$ cat src/rms_pkg.sv
package rms_pkg;

  // ==========================================================================
  // Register map, byte addresses on the bus.
  localparam logic [7:0] ADDR_CTRL   = 8'h00;
  localparam logic [7:0] ADDR_OUTCFG = 8'h04;
  localparam logic [7:0] ADDR_STATUS = 8'h08;

  // ==========================================================================
  // Control register fields.
  localparam int MODE_LSB   = 0;
  localparam int POLICY_LSB = 2;
  localparam int REFSEL_BIT = 4;
  localparam logic [4:0] CTRL_RST = 5'h02;

  // ==========================================================================
  // Output configuration fields.
  localparam int KIND_C0_LSB = 0;
  localparam int KIND_C1_LSB = 2;
  localparam int OE_LSB      = 4;
  localparam logic [5:0] OUTCFG_RST = 6'h30;

  // ==========================================================================
  // Timing.
  localparam int CLK_PERIOD_NS = 10;
  localparam int PSL_STEP_NS   = 100;
  localparam int PSL_STEP_CYC  = (PSL_STEP_NS + CLK_PERIOD_NS - 1)
                                 / CLK_PERIOD_NS;
  localparam int MISS_EDGES    = 3;

  // ==========================================================================
  // Types.
  typedef enum logic [1:0] {
    RMS_SYNTH = 2'b00,
    RMS_HBW   = 2'b01,
    RMS_LBW   = 2'b10
  } rms_mode_t;

  typedef enum logic [1:0] {
    RMS_MAN_PIN = 2'b00,
    RMS_MAN_REG = 2'b01,
    RMS_AUTO_RV = 2'b10,
    RMS_AUTO_NR = 2'b11
  } rms_policy_t;

  typedef enum logic [2:0] {
    RMS_ST_ACQ   = 3'b001,
    RMS_ST_TRACK = 3'b010,
    RMS_ST_HOLD  = 3'b100
  } rms_state_t;

  typedef enum logic [1:0] {
    RMS_SRC_REF  = 2'b00,
    RMS_SRC_XTAL = 2'b01,
    RMS_SRC_VCO  = 2'b10
  } rms_src_t;

  typedef struct packed {
    logic active_ref;
    logic holdover;
    logic ref1_fail_alarm;
    logic ref0_fail_alarm;
    logic crystal_fail_alarm;
    logic pll_locked_flag;
  } rms_alarm_t;

endpackage : rms_pkg

$ cat src/rms_edge_mon.sv
`timescale 1ns/1ps

module rms_edge_mon #(
  parameter int MISS = rms_pkg::MISS_EDGES
) (
  // Clock and reset.
  input  wire logic clk_i,
  input  wire logic rst_i,
  // Edge pulses.
  input  wire logic fb_edge_i,
  input  wire logic mon_edge_i,
  // Alarm.
  output logic      fail_o
);

  if (MISS < 1 || MISS > 255) begin : g_bad_miss
    $error("rms_edge_mon: MISS out of range");
  end

  logic [7:0] miss_q;

  // ==========================================================================
  // Counts feedback edges since the last monitored edge; holds once the alarm is set.
  always_ff @(posedge clk_i) begin
    if (rst_i) begin
      miss_q <= 8'h00;
    end else if (mon_edge_i) begin
      miss_q <= 8'h00;
    end else if (fb_edge_i && !fail_o) begin
      miss_q <= miss_q + 8'h01;
    end
  end

  always_ff @(posedge clk_i) begin
    if (rst_i) begin
      fail_o <= 1'b0;
    end else if (mon_edge_i) begin
      fail_o <= 1'b0;
    end else if (fb_edge_i && miss_q == 8'(MISS - 1)) begin
      fail_o <= 1'b1;
    end
  end

  // ==========================================================================
  // Checks.
  property p_fail_clear;
    @(posedge clk_i) disable iff (rst_i)
      mon_edge_i |=> !fail_o;
  endproperty
  a_fail_clear: assert property (p_fail_clear)
    else $error("alarm stayed after monitored edge");

  property p_fail_rise;
    @(posedge clk_i) disable iff (rst_i)
      $rose(fail_o) |-> $past(fb_edge_i) && !$past(mon_edge_i);
  endproperty
  a_fail_rise: assert property (p_fail_rise)
    else $error("alarm rose without feedback edge");

endmodule : rms_edge_mon

$ cat src/rms_ref_switch.sv
`timescale 1ns/1ps

module rms_ref_switch #(
  parameter int PHASE_W = 8,
  parameter int PSL_CYC = rms_pkg::PSL_STEP_CYC
) (
  // Clock and reset.
  input  wire logic               clk_i,
  input  wire logic               rst_i,
  // Wishbone slave.
  input  wire logic [7:0]         wb_adr_i,
  input  wire logic [31:0]        wb_dat_i,
  input  wire logic [3:0]         wb_sel_i,
  input  wire logic               wb_we_i,
  input  wire logic               wb_cyc_i,
  input  wire logic               wb_stb_i,
  output logic [31:0]             wb_dat_o,
  output logic                    wb_ack_o,
  // Clock sources and loop feedback.
  input  wire logic               ref_in_zero_i,
  input  wire logic               ref_in_one_i,
  input  wire logic               xtal_i,
  input  wire logic               fb_upper_i,
  input  wire logic               fb_lower_i,
  input  wire logic               freq_lock_i,
  input  wire logic [PHASE_W-1:0] phase_lag_i,
  // Pins.
  input  wire logic               clk_sel_i,
  input  wire logic               cfg_sel_i,
  input  wire logic [1:0]         out_enable_n_i,
  // Status and control outputs.
  output rms_pkg::rms_alarm_t     alarm_o,
  output rms_pkg::rms_src_t       osc_src_o,
  output logic [1:0]              out_kind_o,
  output logic [1:0]              out_oe_o,
  output logic                    phase_stretch_o,
  output logic                    slewing_o
);

  if (PHASE_W < 1 || PSL_CYC < 3) begin : g_bad_param
    $error("rms_ref_switch: PHASE_W or PSL_CYC out of range");
  end

  // ==========================================================================
  // Registers and decode.
  logic [4:0]            ctrl_q;
  logic [5:0]            outcfg_q;
  logic                  ack_q;
  logic [31:0]           rdat_q;
  rms_pkg::rms_mode_t    mode;
  rms_pkg::rms_policy_t  policy;
  logic                  pref;
  logic                  wr_en;

  assign mode   = rms_pkg::rms_mode_t'(ctrl_q[rms_pkg::MODE_LSB +: 2]);
  assign policy = rms_pkg::rms_policy_t'(ctrl_q[rms_pkg::POLICY_LSB +: 2]);
  assign pref   = ctrl_q[rms_pkg::REFSEL_BIT];
  assign wr_en  = wb_cyc_i && wb_stb_i && wb_we_i && ack_q && wb_sel_i[0];

  function automatic logic is_auto(input rms_pkg::rms_policy_t p);
    is_auto = (p == rms_pkg::RMS_AUTO_RV) || (p == rms_pkg::RMS_AUTO_NR);
  endfunction : is_auto

  function automatic logic ref_ok(input logic r, input logic f0,
                                  input logic f1);
    ref_ok = r ? !f1 : !f0;
  endfunction : ref_ok

  always_ff @(posedge clk_i) begin
    if (rst_i) begin
      ack_q <= 1'b0;
    end else begin
      ack_q <= wb_cyc_i && wb_stb_i && !ack_q;
    end
  end

  always_ff @(posedge clk_i) begin
    if (rst_i) begin
      ctrl_q <= rms_pkg::CTRL_RST;
    end else if (wr_en && wb_adr_i == rms_pkg::ADDR_CTRL) begin
      ctrl_q <= wb_dat_i[4:0];
    end
  end

  always_ff @(posedge clk_i) begin
    if (rst_i) begin
      outcfg_q <= rms_pkg::OUTCFG_RST;
    end else if (wr_en && wb_adr_i == rms_pkg::ADDR_OUTCFG) begin
      outcfg_q <= wb_dat_i[5:0];
    end
  end

  always_ff @(posedge clk_i) begin
    if (rst_i) begin
      rdat_q <= 32'h0000_0000;
    end else begin
      case (wb_adr_i)
        rms_pkg::ADDR_CTRL:   rdat_q <= {27'h000_0000, ctrl_q};
        rms_pkg::ADDR_OUTCFG: rdat_q <= {26'h000_0000, outcfg_q};
        rms_pkg::ADDR_STATUS: rdat_q <= {26'h000_0000, alarm_o};
        default:              rdat_q <= 32'h0000_0000;
      endcase
    end
  end

  assign wb_ack_o = ack_q;
  assign wb_dat_o = rdat_q;

  // ==========================================================================
  // Edge detection and clock monitors.
  logic [4:0] lvl_q;
  logic [4:0] edge_w;
  logic       fb_edge;
  logic       fail0;
  logic       fail1;
  logic       xfail;

  always_ff @(posedge clk_i) begin
    if (rst_i) begin
      lvl_q <= 5'h00;
    end else begin
      lvl_q <= {fb_lower_i, fb_upper_i, xtal_i, ref_in_one_i, ref_in_zero_i};
    end
  end

  assign edge_w  = {fb_lower_i, fb_upper_i, xtal_i, ref_in_one_i,
                    ref_in_zero_i} & ~lvl_q;
  assign fb_edge = (mode == rms_pkg::RMS_LBW) ? edge_w[4] : edge_w[3];

  // Monitors run in every mode, relevant or not.
  rms_edge_mon u_mon_xtal (
    .clk_i      (clk_i),
    .rst_i      (rst_i),
    .fb_edge_i  (edge_w[3]),
    .mon_edge_i (edge_w[2]),
    .fail_o     (xfail)
  );

  rms_edge_mon u_mon_ref0 (
    .clk_i      (clk_i),
    .rst_i      (rst_i),
    .fb_edge_i  (fb_edge),
    .mon_edge_i (edge_w[0]),
    .fail_o     (fail0)
  );

  rms_edge_mon u_mon_ref1 (
    .clk_i      (clk_i),
    .rst_i      (rst_i),
    .fb_edge_i  (fb_edge),
    .mon_edge_i (edge_w[1]),
    .fail_o     (fail1)
  );

  // ==========================================================================
  // Reference selection.
  rms_pkg::rms_state_t state_q;
  rms_pkg::rms_state_t state_d;
  logic                active_q;
  logic                active_d;
  logic                msel;
  logic                locked_q;

  assign msel = (policy == rms_pkg::RMS_MAN_PIN) ? clk_sel_i : pref;

  always_comb begin
    state_d  = state_q;
    active_d = active_q;
    if (!is_auto(policy)) begin
      active_d = msel;
      state_d  = ref_ok(msel, fail0, fail1) ? rms_pkg::RMS_ST_TRACK
                                            : rms_pkg::RMS_ST_HOLD;
    end else begin
      case (state_q)
        rms_pkg::RMS_ST_ACQ: begin
          active_d = pref;
          if (fail0 && fail1) begin
            state_d = rms_pkg::RMS_ST_HOLD;
          end else if (freq_lock_i && ref_ok(pref, fail0, fail1)) begin
            state_d = rms_pkg::RMS_ST_TRACK;
          end
        end
        rms_pkg::RMS_ST_TRACK: begin
          if (!ref_ok(active_q, fail0, fail1)) begin
            if (ref_ok(!active_q, fail0, fail1)) begin
              active_d = !active_q;
            end else begin
              state_d = rms_pkg::RMS_ST_HOLD;
            end
          end else if (active_q != pref && ref_ok(pref, fail0, fail1) &&
                       policy == rms_pkg::RMS_AUTO_RV) begin
            active_d = pref;
          end
        end
        rms_pkg::RMS_ST_HOLD: begin
          if (!fail0 && !fail1) begin
            active_d = pref;
            state_d  = rms_pkg::RMS_ST_TRACK;
          end else if (!fail0 || !fail1) begin
            active_d = fail0;
            state_d  = rms_pkg::RMS_ST_TRACK;
          end
        end
        default: begin
          state_d = rms_pkg::RMS_ST_ACQ;
        end
      endcase
    end
  end

  always_ff @(posedge clk_i) begin
    if (rst_i) begin
      state_q <= rms_pkg::RMS_ST_ACQ;
    end else begin
      state_q <= state_d;
    end
  end

  always_ff @(posedge clk_i) begin
    if (rst_i) begin
      active_q <= 1'b0;
    end else begin
      active_q <= active_d;
    end
  end

  always_ff @(posedge clk_i) begin
    if (rst_i) begin
      locked_q <= 1'b0;
    end else begin
      locked_q <= freq_lock_i && (state_d != rms_pkg::RMS_ST_HOLD);
    end
  end

  assign alarm_o = '{active_ref:         active_q,
                     holdover:           state_q == rms_pkg::RMS_ST_HOLD,
                     ref1_fail_alarm:    fail1,
                     ref0_fail_alarm:    fail0,
                     crystal_fail_alarm: xfail,
                     pll_locked_flag:    locked_q};

  // ==========================================================================
  // Phase slope limiting and holdover source.
  logic [PHASE_W-1:0] slew_q;
  logic [15:0]        step_q;
  logic               stretch_q;
  logic               hold;
  rms_pkg::rms_src_t  src_q;

  assign hold = (state_q == rms_pkg::RMS_ST_HOLD);

  always_ff @(posedge clk_i) begin
    if (rst_i) begin
      slew_q <= '0;
    end else if (active_d != active_q ||
                 (hold && state_d == rms_pkg::RMS_ST_TRACK)) begin
      slew_q <= phase_lag_i;
    end else if (stretch_q) begin
      slew_q <= slew_q - PHASE_W'(1);
    end
  end

  always_ff @(posedge clk_i) begin
    if (rst_i) begin
      step_q <= 16'h0000;
    end else if (hold || slew_q == '0 || step_q == 16'(PSL_CYC - 1)) begin
      step_q <= 16'h0000;
    end else begin
      step_q <= step_q + 16'h0001;
    end
  end

  always_ff @(posedge clk_i) begin
    if (rst_i) begin
      stretch_q <= 1'b0;
    end else begin
      stretch_q <= !hold && slew_q != '0 && !stretch_q &&
                   step_q == 16'(PSL_CYC - 1);
    end
  end

  always_ff @(posedge clk_i) begin
    if (rst_i) begin
      src_q <= rms_pkg::RMS_SRC_XTAL;
    end else if (mode == rms_pkg::RMS_SYNTH) begin
      src_q <= rms_pkg::RMS_SRC_XTAL;
    end else if (state_d == rms_pkg::RMS_ST_HOLD) begin
      src_q <= (mode == rms_pkg::RMS_LBW) ? rms_pkg::RMS_SRC_XTAL
                                          : rms_pkg::RMS_SRC_VCO;
    end else begin
      src_q <= rms_pkg::RMS_SRC_REF;
    end
  end

  assign phase_stretch_o = stretch_q;
  assign slewing_o       = (slew_q != '0) && !hold;
  assign osc_src_o       = src_q;

  // ==========================================================================
  // Output type and enable.
  logic [1:0] kind_q;
  logic [1:0] oe_q;

  always_ff @(posedge clk_i) begin
    if (rst_i) begin
      kind_q <= 2'b00;
    end else begin
      kind_q <= cfg_sel_i ? outcfg_q[rms_pkg::KIND_C1_LSB +: 2]
                          : outcfg_q[rms_pkg::KIND_C0_LSB +: 2];
    end
  end

  always_ff @(posedge clk_i) begin
    if (rst_i) begin
      oe_q <= 2'b00;
    end else begin
      oe_q <= outcfg_q[rms_pkg::OE_LSB +: 2] & ~out_enable_n_i;
    end
  end

  assign out_kind_o = kind_q;
  assign out_oe_o   = oe_q;

  // ==========================================================================
  // Checks.
  property p_lock_drop;
    @(posedge clk_i) disable iff (rst_i)
      !freq_lock_i |=> !alarm_o.pll_locked_flag;
  endproperty
  a_lock_drop: assert property (p_lock_drop)
    else $error("lock flag stayed without lock");

  property p_manual_hold;
    @(posedge clk_i) disable iff (rst_i)
      !is_auto(policy) && !ref_ok(msel, fail0, fail1) |=> alarm_o.holdover;
  endproperty
  a_manual_hold: assert property (p_manual_hold)
    else $error("manual mode missed holdover");

  property p_auto_no_hold;
    @(posedge clk_i) disable iff (rst_i)
      is_auto(policy) && (!fail0 || !fail1) |=> !alarm_o.holdover;
  endproperty
  a_auto_no_hold: assert property (p_auto_no_hold)
    else $error("auto holdover with a valid input");

  property p_revert;
    @(posedge clk_i) disable iff (rst_i)
      policy == rms_pkg::RMS_AUTO_RV && state_q == rms_pkg::RMS_ST_TRACK &&
      active_q != pref && ref_ok(pref, fail0, fail1) |=>
      active_q == $past(pref);
  endproperty
  a_revert: assert property (p_revert)
    else $error("revertive mode did not return");

  property p_no_revert;
    @(posedge clk_i) disable iff (rst_i)
      policy == rms_pkg::RMS_AUTO_NR && state_q == rms_pkg::RMS_ST_TRACK &&
      ref_ok(active_q, fail0, fail1) |=> $stable(active_q);
  endproperty
  a_no_revert: assert property (p_no_revert)
    else $error("non-revertive mode switched");

  property p_stretch_rate;
    @(posedge clk_i) disable iff (rst_i)
      phase_stretch_o |=> !phase_stretch_o [*2];
  endproperty
  a_stretch_rate: assert property (p_stretch_rate)
    else $error("phase stretched too fast");

  property p_hold_freeze;
    @(posedge clk_i) disable iff (rst_i)
      alarm_o.holdover |=> !phase_stretch_o;
  endproperty
  a_hold_freeze: assert property (p_hold_freeze)
    else $error("phase adjusted in holdover");

  property p_oe_and;
    @(posedge clk_i) disable iff (rst_i)
      out_enable_n_i[0] || !outcfg_q[rms_pkg::OE_LSB] |=> !out_oe_o[0];
  endproperty
  a_oe_and: assert property (p_oe_and)
    else $error("output 0 enabled without both enables");

endmodule : rms_ref_switch

$ cat config.mk
export PLATFORM = sky130hd
export DESIGN_NAME = rms_ref_switch
export DESIGN_NICKNAME = d
export VERILOG_FILES = /design/src/rms_pkg.sv /design/src/rms_edge_mon.sv /design/src/rms_ref_switch.sv
export SDC_FILE = /design/constraint.sdc
export NUM_CORES = 1
export LEC_CHECK = 0
export ABC_CLOCK_PERIOD_IN_PS = 2250
export BUFFER_PORTS_ARGS = -buffer_cell sky130_fd_sc_hd__buf_2
export CORE_UTILIZATION = 29
export DETAILED_ROUTE_END_ITERATION = 16
export HOLD_SLACK_MARGIN = 0.02
export SETUP_SLACK_MARGIN = 0.3
export SKIP_LAST_GASP = 1
export SYNTH_ARGS = -nofsm -noshare
export SYNTH_HDL_FRONTEND = slang
export SYNTH_HIERARCHICAL = 1
export SYNTH_SLANG_ARGS = --single-unit
$ cat constraint.sdc
create_clock -name clk_i -period 2.25 [get_ports clk_i]
set_clock_uncertainty 0.05 [all_clocks]
set_input_delay 0.225 -clock clk_i [delete_from_list [all_inputs] [get_ports clk_i]]
set_output_delay 0.225 -clock clk_i [all_outputs]
set_load 0.005 [all_outputs]
==> results.md <==
Die
- **row count** 44
- **Die W** 124 um
- **y dimension of the die** 124 um
- **number of I/O pins** 114
- **core region area** 14500 sq um
- **Die ar.** 15300 sq um
- **initial standard-cell utilization of the core** 29.6%

Worst hold path
- **kind of path behind the tightest hold check** in -> reg

Synth
- **synthesized instance count** 485
- **portion of the post-synthesis area used by sequential elements** 40.1%
- **top cells by area, synth** sky130_fd_sc_hd__dfxtp_1, sky130_fd_sc_hd__nor2_1, sky130_fd_sc_hd__buf_4
- **fraction of registers with async set/reset** 0%
- **number of enable flip-flop cells after synthesis** 0
- **number of distinct library cell variants in the gate-level netlist after synthesis** 52
- **post-synth top area cell** sky130_fd_sc_hd__dfxtp_1
- **Primary FF master, synth** sky130_fd_sc_hd__dfxtp_1
- **number of synthesized register bits** 86
- **Syn. warnings** 6
- **fraction of synthesized cell area taken by the top area cell type** 40.1%
- **Syn Area/Cell** 8.84 sq um
- **Syn Std Cell Area** 4290 sq um

Placement
- **count of placed standard cells including taps** 715
- **half-perimeter wire length of the detailed placement result** 6750 um
- **RD Place Congestion** 0.796
- **IO Port Bufs** 58

Final layout
- **number of antenna cells inserted** 0
- **area growth from synthesis to final layout** 19.1%
- **most used cells in the layout excluding fill and tap cells** sky130_fd_sc_hd__dfxtp_1, sky130_fd_sc_hd__nor2_1, sky130_fd_sc_hd__buf_2, sky130_fd_sc_hd__conb_1, sky130_fd_sc_hd__nor2b_1
- **post-route non-filler standard cell count** 738
- **most common library cell in the layout ignoring fill and taps** sky130_fd_sc_hd__dfxtp_1
- **Fill cells** 1475
- **fraction of layout instances using a drive strength above 1** 22.6%
- **final net count** 626

STA
- **final sum of negative setup slack** 0 ns
- **transition time at the pin with the least slew margin** 0.637 ns
- **Tmin final** 1.92 ns
- **Setup violations, final** 0
- **pins over their slew limit** 0
- **hold_ws** 0.0495 ns
- **portion of the clock cycle consumed by the worst path in the final layout** 85.3%
- **max frequency** 521 MHz
- **RSZ-0062 raised after global routing** yes
- **number of hold violations in the final report** 0
- **Worst slew margin** 57.5%

Detailed routing
- **number of DRC violations after detailed-routing iteration 0** 199
- **vias per inst** 4.65
- **WL/cell** 12.4 um
- **Vias** 3431
- **total length of routed wires** 9180 um
- **count of nets left with antenna violations after detail routing** 0
- **DRC errors left** 0
- **count of TritonRoute iterations in the first routing pass** 4

Power
- **worst-case vdd ir drop** 391 uV
- **power per cell area** 637 nW/um^2
- **Leakage** 2.08 nW

Global route
- **grt ovf** 0
- **overall fraction of global-route tracks in use** 12.9%
- **number of antenna violations at the first check in global routing** 0
- **maximum number of pins on one net before global-route repair** 37
- **vias in the first global route** 3297
- **global-route wire length before repair** 15200 um

Clock tree
- **Max H-tree Level** 3
- **number of buffers between clock root and the deepest sink** 2
- **TritonCTS clock tree** yes
- **clk sink count** 86
- **clock latency at the later pin of the worst-skew pair** 0.34 ns
- **Inserted Clock Buffers** 9
- **Root Buffer** sky130_fd_sc_hd__clkbuf_16
- **clock input transition at the sequential cells of the worst setup and hold paths** 0.06 ns

Critical path
- **startpoint type of the worst setup path** register
- **type of the worst setup path** reg -> out
- **CP max FO** 4
- **Req. time, crit path** 1.98 ns
- **data arrival time at the worst-slack endpoint** 1.64 ns
- **kind of end point of the critical path** output port

Status
- **result of the run** finished, final reports clean

Flow run
- **max-cap check violation count** 0

-- worst max-delay path: stages (launching register included) --
cell and delay [ns]:
sky130_fd_sc_hd__dfxtp_1 0.33, sky130_fd_sc_hd__or4_4 0.56, sky130_fd_sc_hd__nor2_2 0.10, sky130_fd_sc_hd__a31o_2 0.17, sky130_fd_sc_hd__inv_1 0.04, sky130_fd_sc_hd__buf_2 0.12
-- cells by family (layout without fill, tap and decap cells) --
family | count (synthesis) | in the layout | synth area share, %
multiplexers | 26 | 26 | 6.27
adder cells (fa/ha/maj) | 10 | 10 | 2.92
other | 1 | 26 | 0.0874
flip-flops | 86 | 86 | 40.1
buffers and inverters | 62 | 106 | 8.49
AND/OR/NAND/NOR | 206 | 206 | 25.9
AO/OA/AOI/OAI | 67 | 67 | 10.6
XOR/XNOR | 27 | 27 | 5.51
-- per-layer routing --
metal | up-vias | part of all wire, % | global-route usage [%]
met1 | 1615 | 49 | 16.1
met4 | 0 | 1.4 | 5.57
li1 | 1733 | - | -
met3 | 10 | 4.4 | 3.80
met2 | 73 | 45 | 20.4
met5 | - | 0 | 0
-- cells in the mapped netlist, types with 9 or more instances --
master and number:
sky130_fd_sc_hd__a21oi_1 23, sky130_fd_sc_hd__buf_4 32, sky130_fd_sc_hd__clkbuf_1 11, sky130_fd_sc_hd__dfxtp_1 86, sky130_fd_sc_hd__ha_1 10, sky130_fd_sc_hd__inv_1 14
sky130_fd_sc_hd__mux2i_1 19, sky130_fd_sc_hd__nand2_1 21, sky130_fd_sc_hd__nand3_1 17, sky130_fd_sc_hd__nor2_1 73, sky130_fd_sc_hd__nor2b_1 24, sky130_fd_sc_hd__nor3_1 11
sky130_fd_sc_hd__o31ai_1 9, sky130_fd_sc_hd__or4_1 10, sky130_fd_sc_hd__xnor2_1 12, sky130_fd_sc_hd__xor2_1 15
-- registers in the layout, indices dropped and copies added, names as in the netlist --
name / count
active_q: 1
ctrl_q: 5
locked_q: 1
lvl_q: 5
osc_src_o: 2
out_kind_o: 2
out_oe_o: 2
outcfg_q: 6
phase_stretch_o: 1
slew_q: 8
state_q: 3
step_q: 16
u_mon_ref0/fail_o: 1
u_mon_ref0/miss_q: 8
u_mon_ref1/fail_o: 1
u_mon_ref1/miss_q: 8
u_mon_xtal/fail_o: 1
u_mon_xtal/miss_q: 8
wb_ack_o: 1
wb_dat_o: 6
-- final timing paths --
check | from | to | slack (ns) | cells after the start
max reg2reg | state_q[0] | slew_q[6] | 0.33 | 6
min | wb_dat_i[5] | outcfg_q[5] | 0.05 | 2
max | slew_q[5] | slewing_o | 0.33 | 5
min reg2reg | wb_ack_o | wb_ack_o | 0.42 | 1
-- timing repair --
action                                  CTS  global route
hold buffers                              2             0
gates resized for setup                  12            19
endpoints found under the setup margin    8            11
hold endpoints to repair                  2             0
pin swaps                                 4             5
setup buffers                             2             3
-- metrics by stage --
stage	utilization [%]	setup slack, ns	area [sq um]	power, W
floorplan	-	0.306	4390	0.00185
global placement	32.3	0.145	4680	0.00191
detailed placement	32.3	0.123	4680	0.00192
CTS	34.6	0.299	5000	0.00328
global route	35.3	0.244	5110	0.00342
finish	35.3	0.330	5110	0.00325
-- cell type report --
type | instances | area, sq um | area share, %
multi-input combinational | 362 | 2380 | 46.5
sequential | 86 | 1750 | 34.2
timing repair buffer | 76 | 443 | 8.67
clock buffer | 15 | 258 | 5.04
tap | 184 | 230 | 4.51
inverter | 14 | 52.6 | 1.03
clock inverter | 1 | 5.00 | 0.0979
-- report_power, final --
group          switching, W  internal, W  total (W)
logic              0.000162     0.000155   0.000317
registers         0.0000400      0.00156    0.00160
clock network      0.000557     0.000778    0.00134
Note: power is estimated with default switching activity, not from simulation.
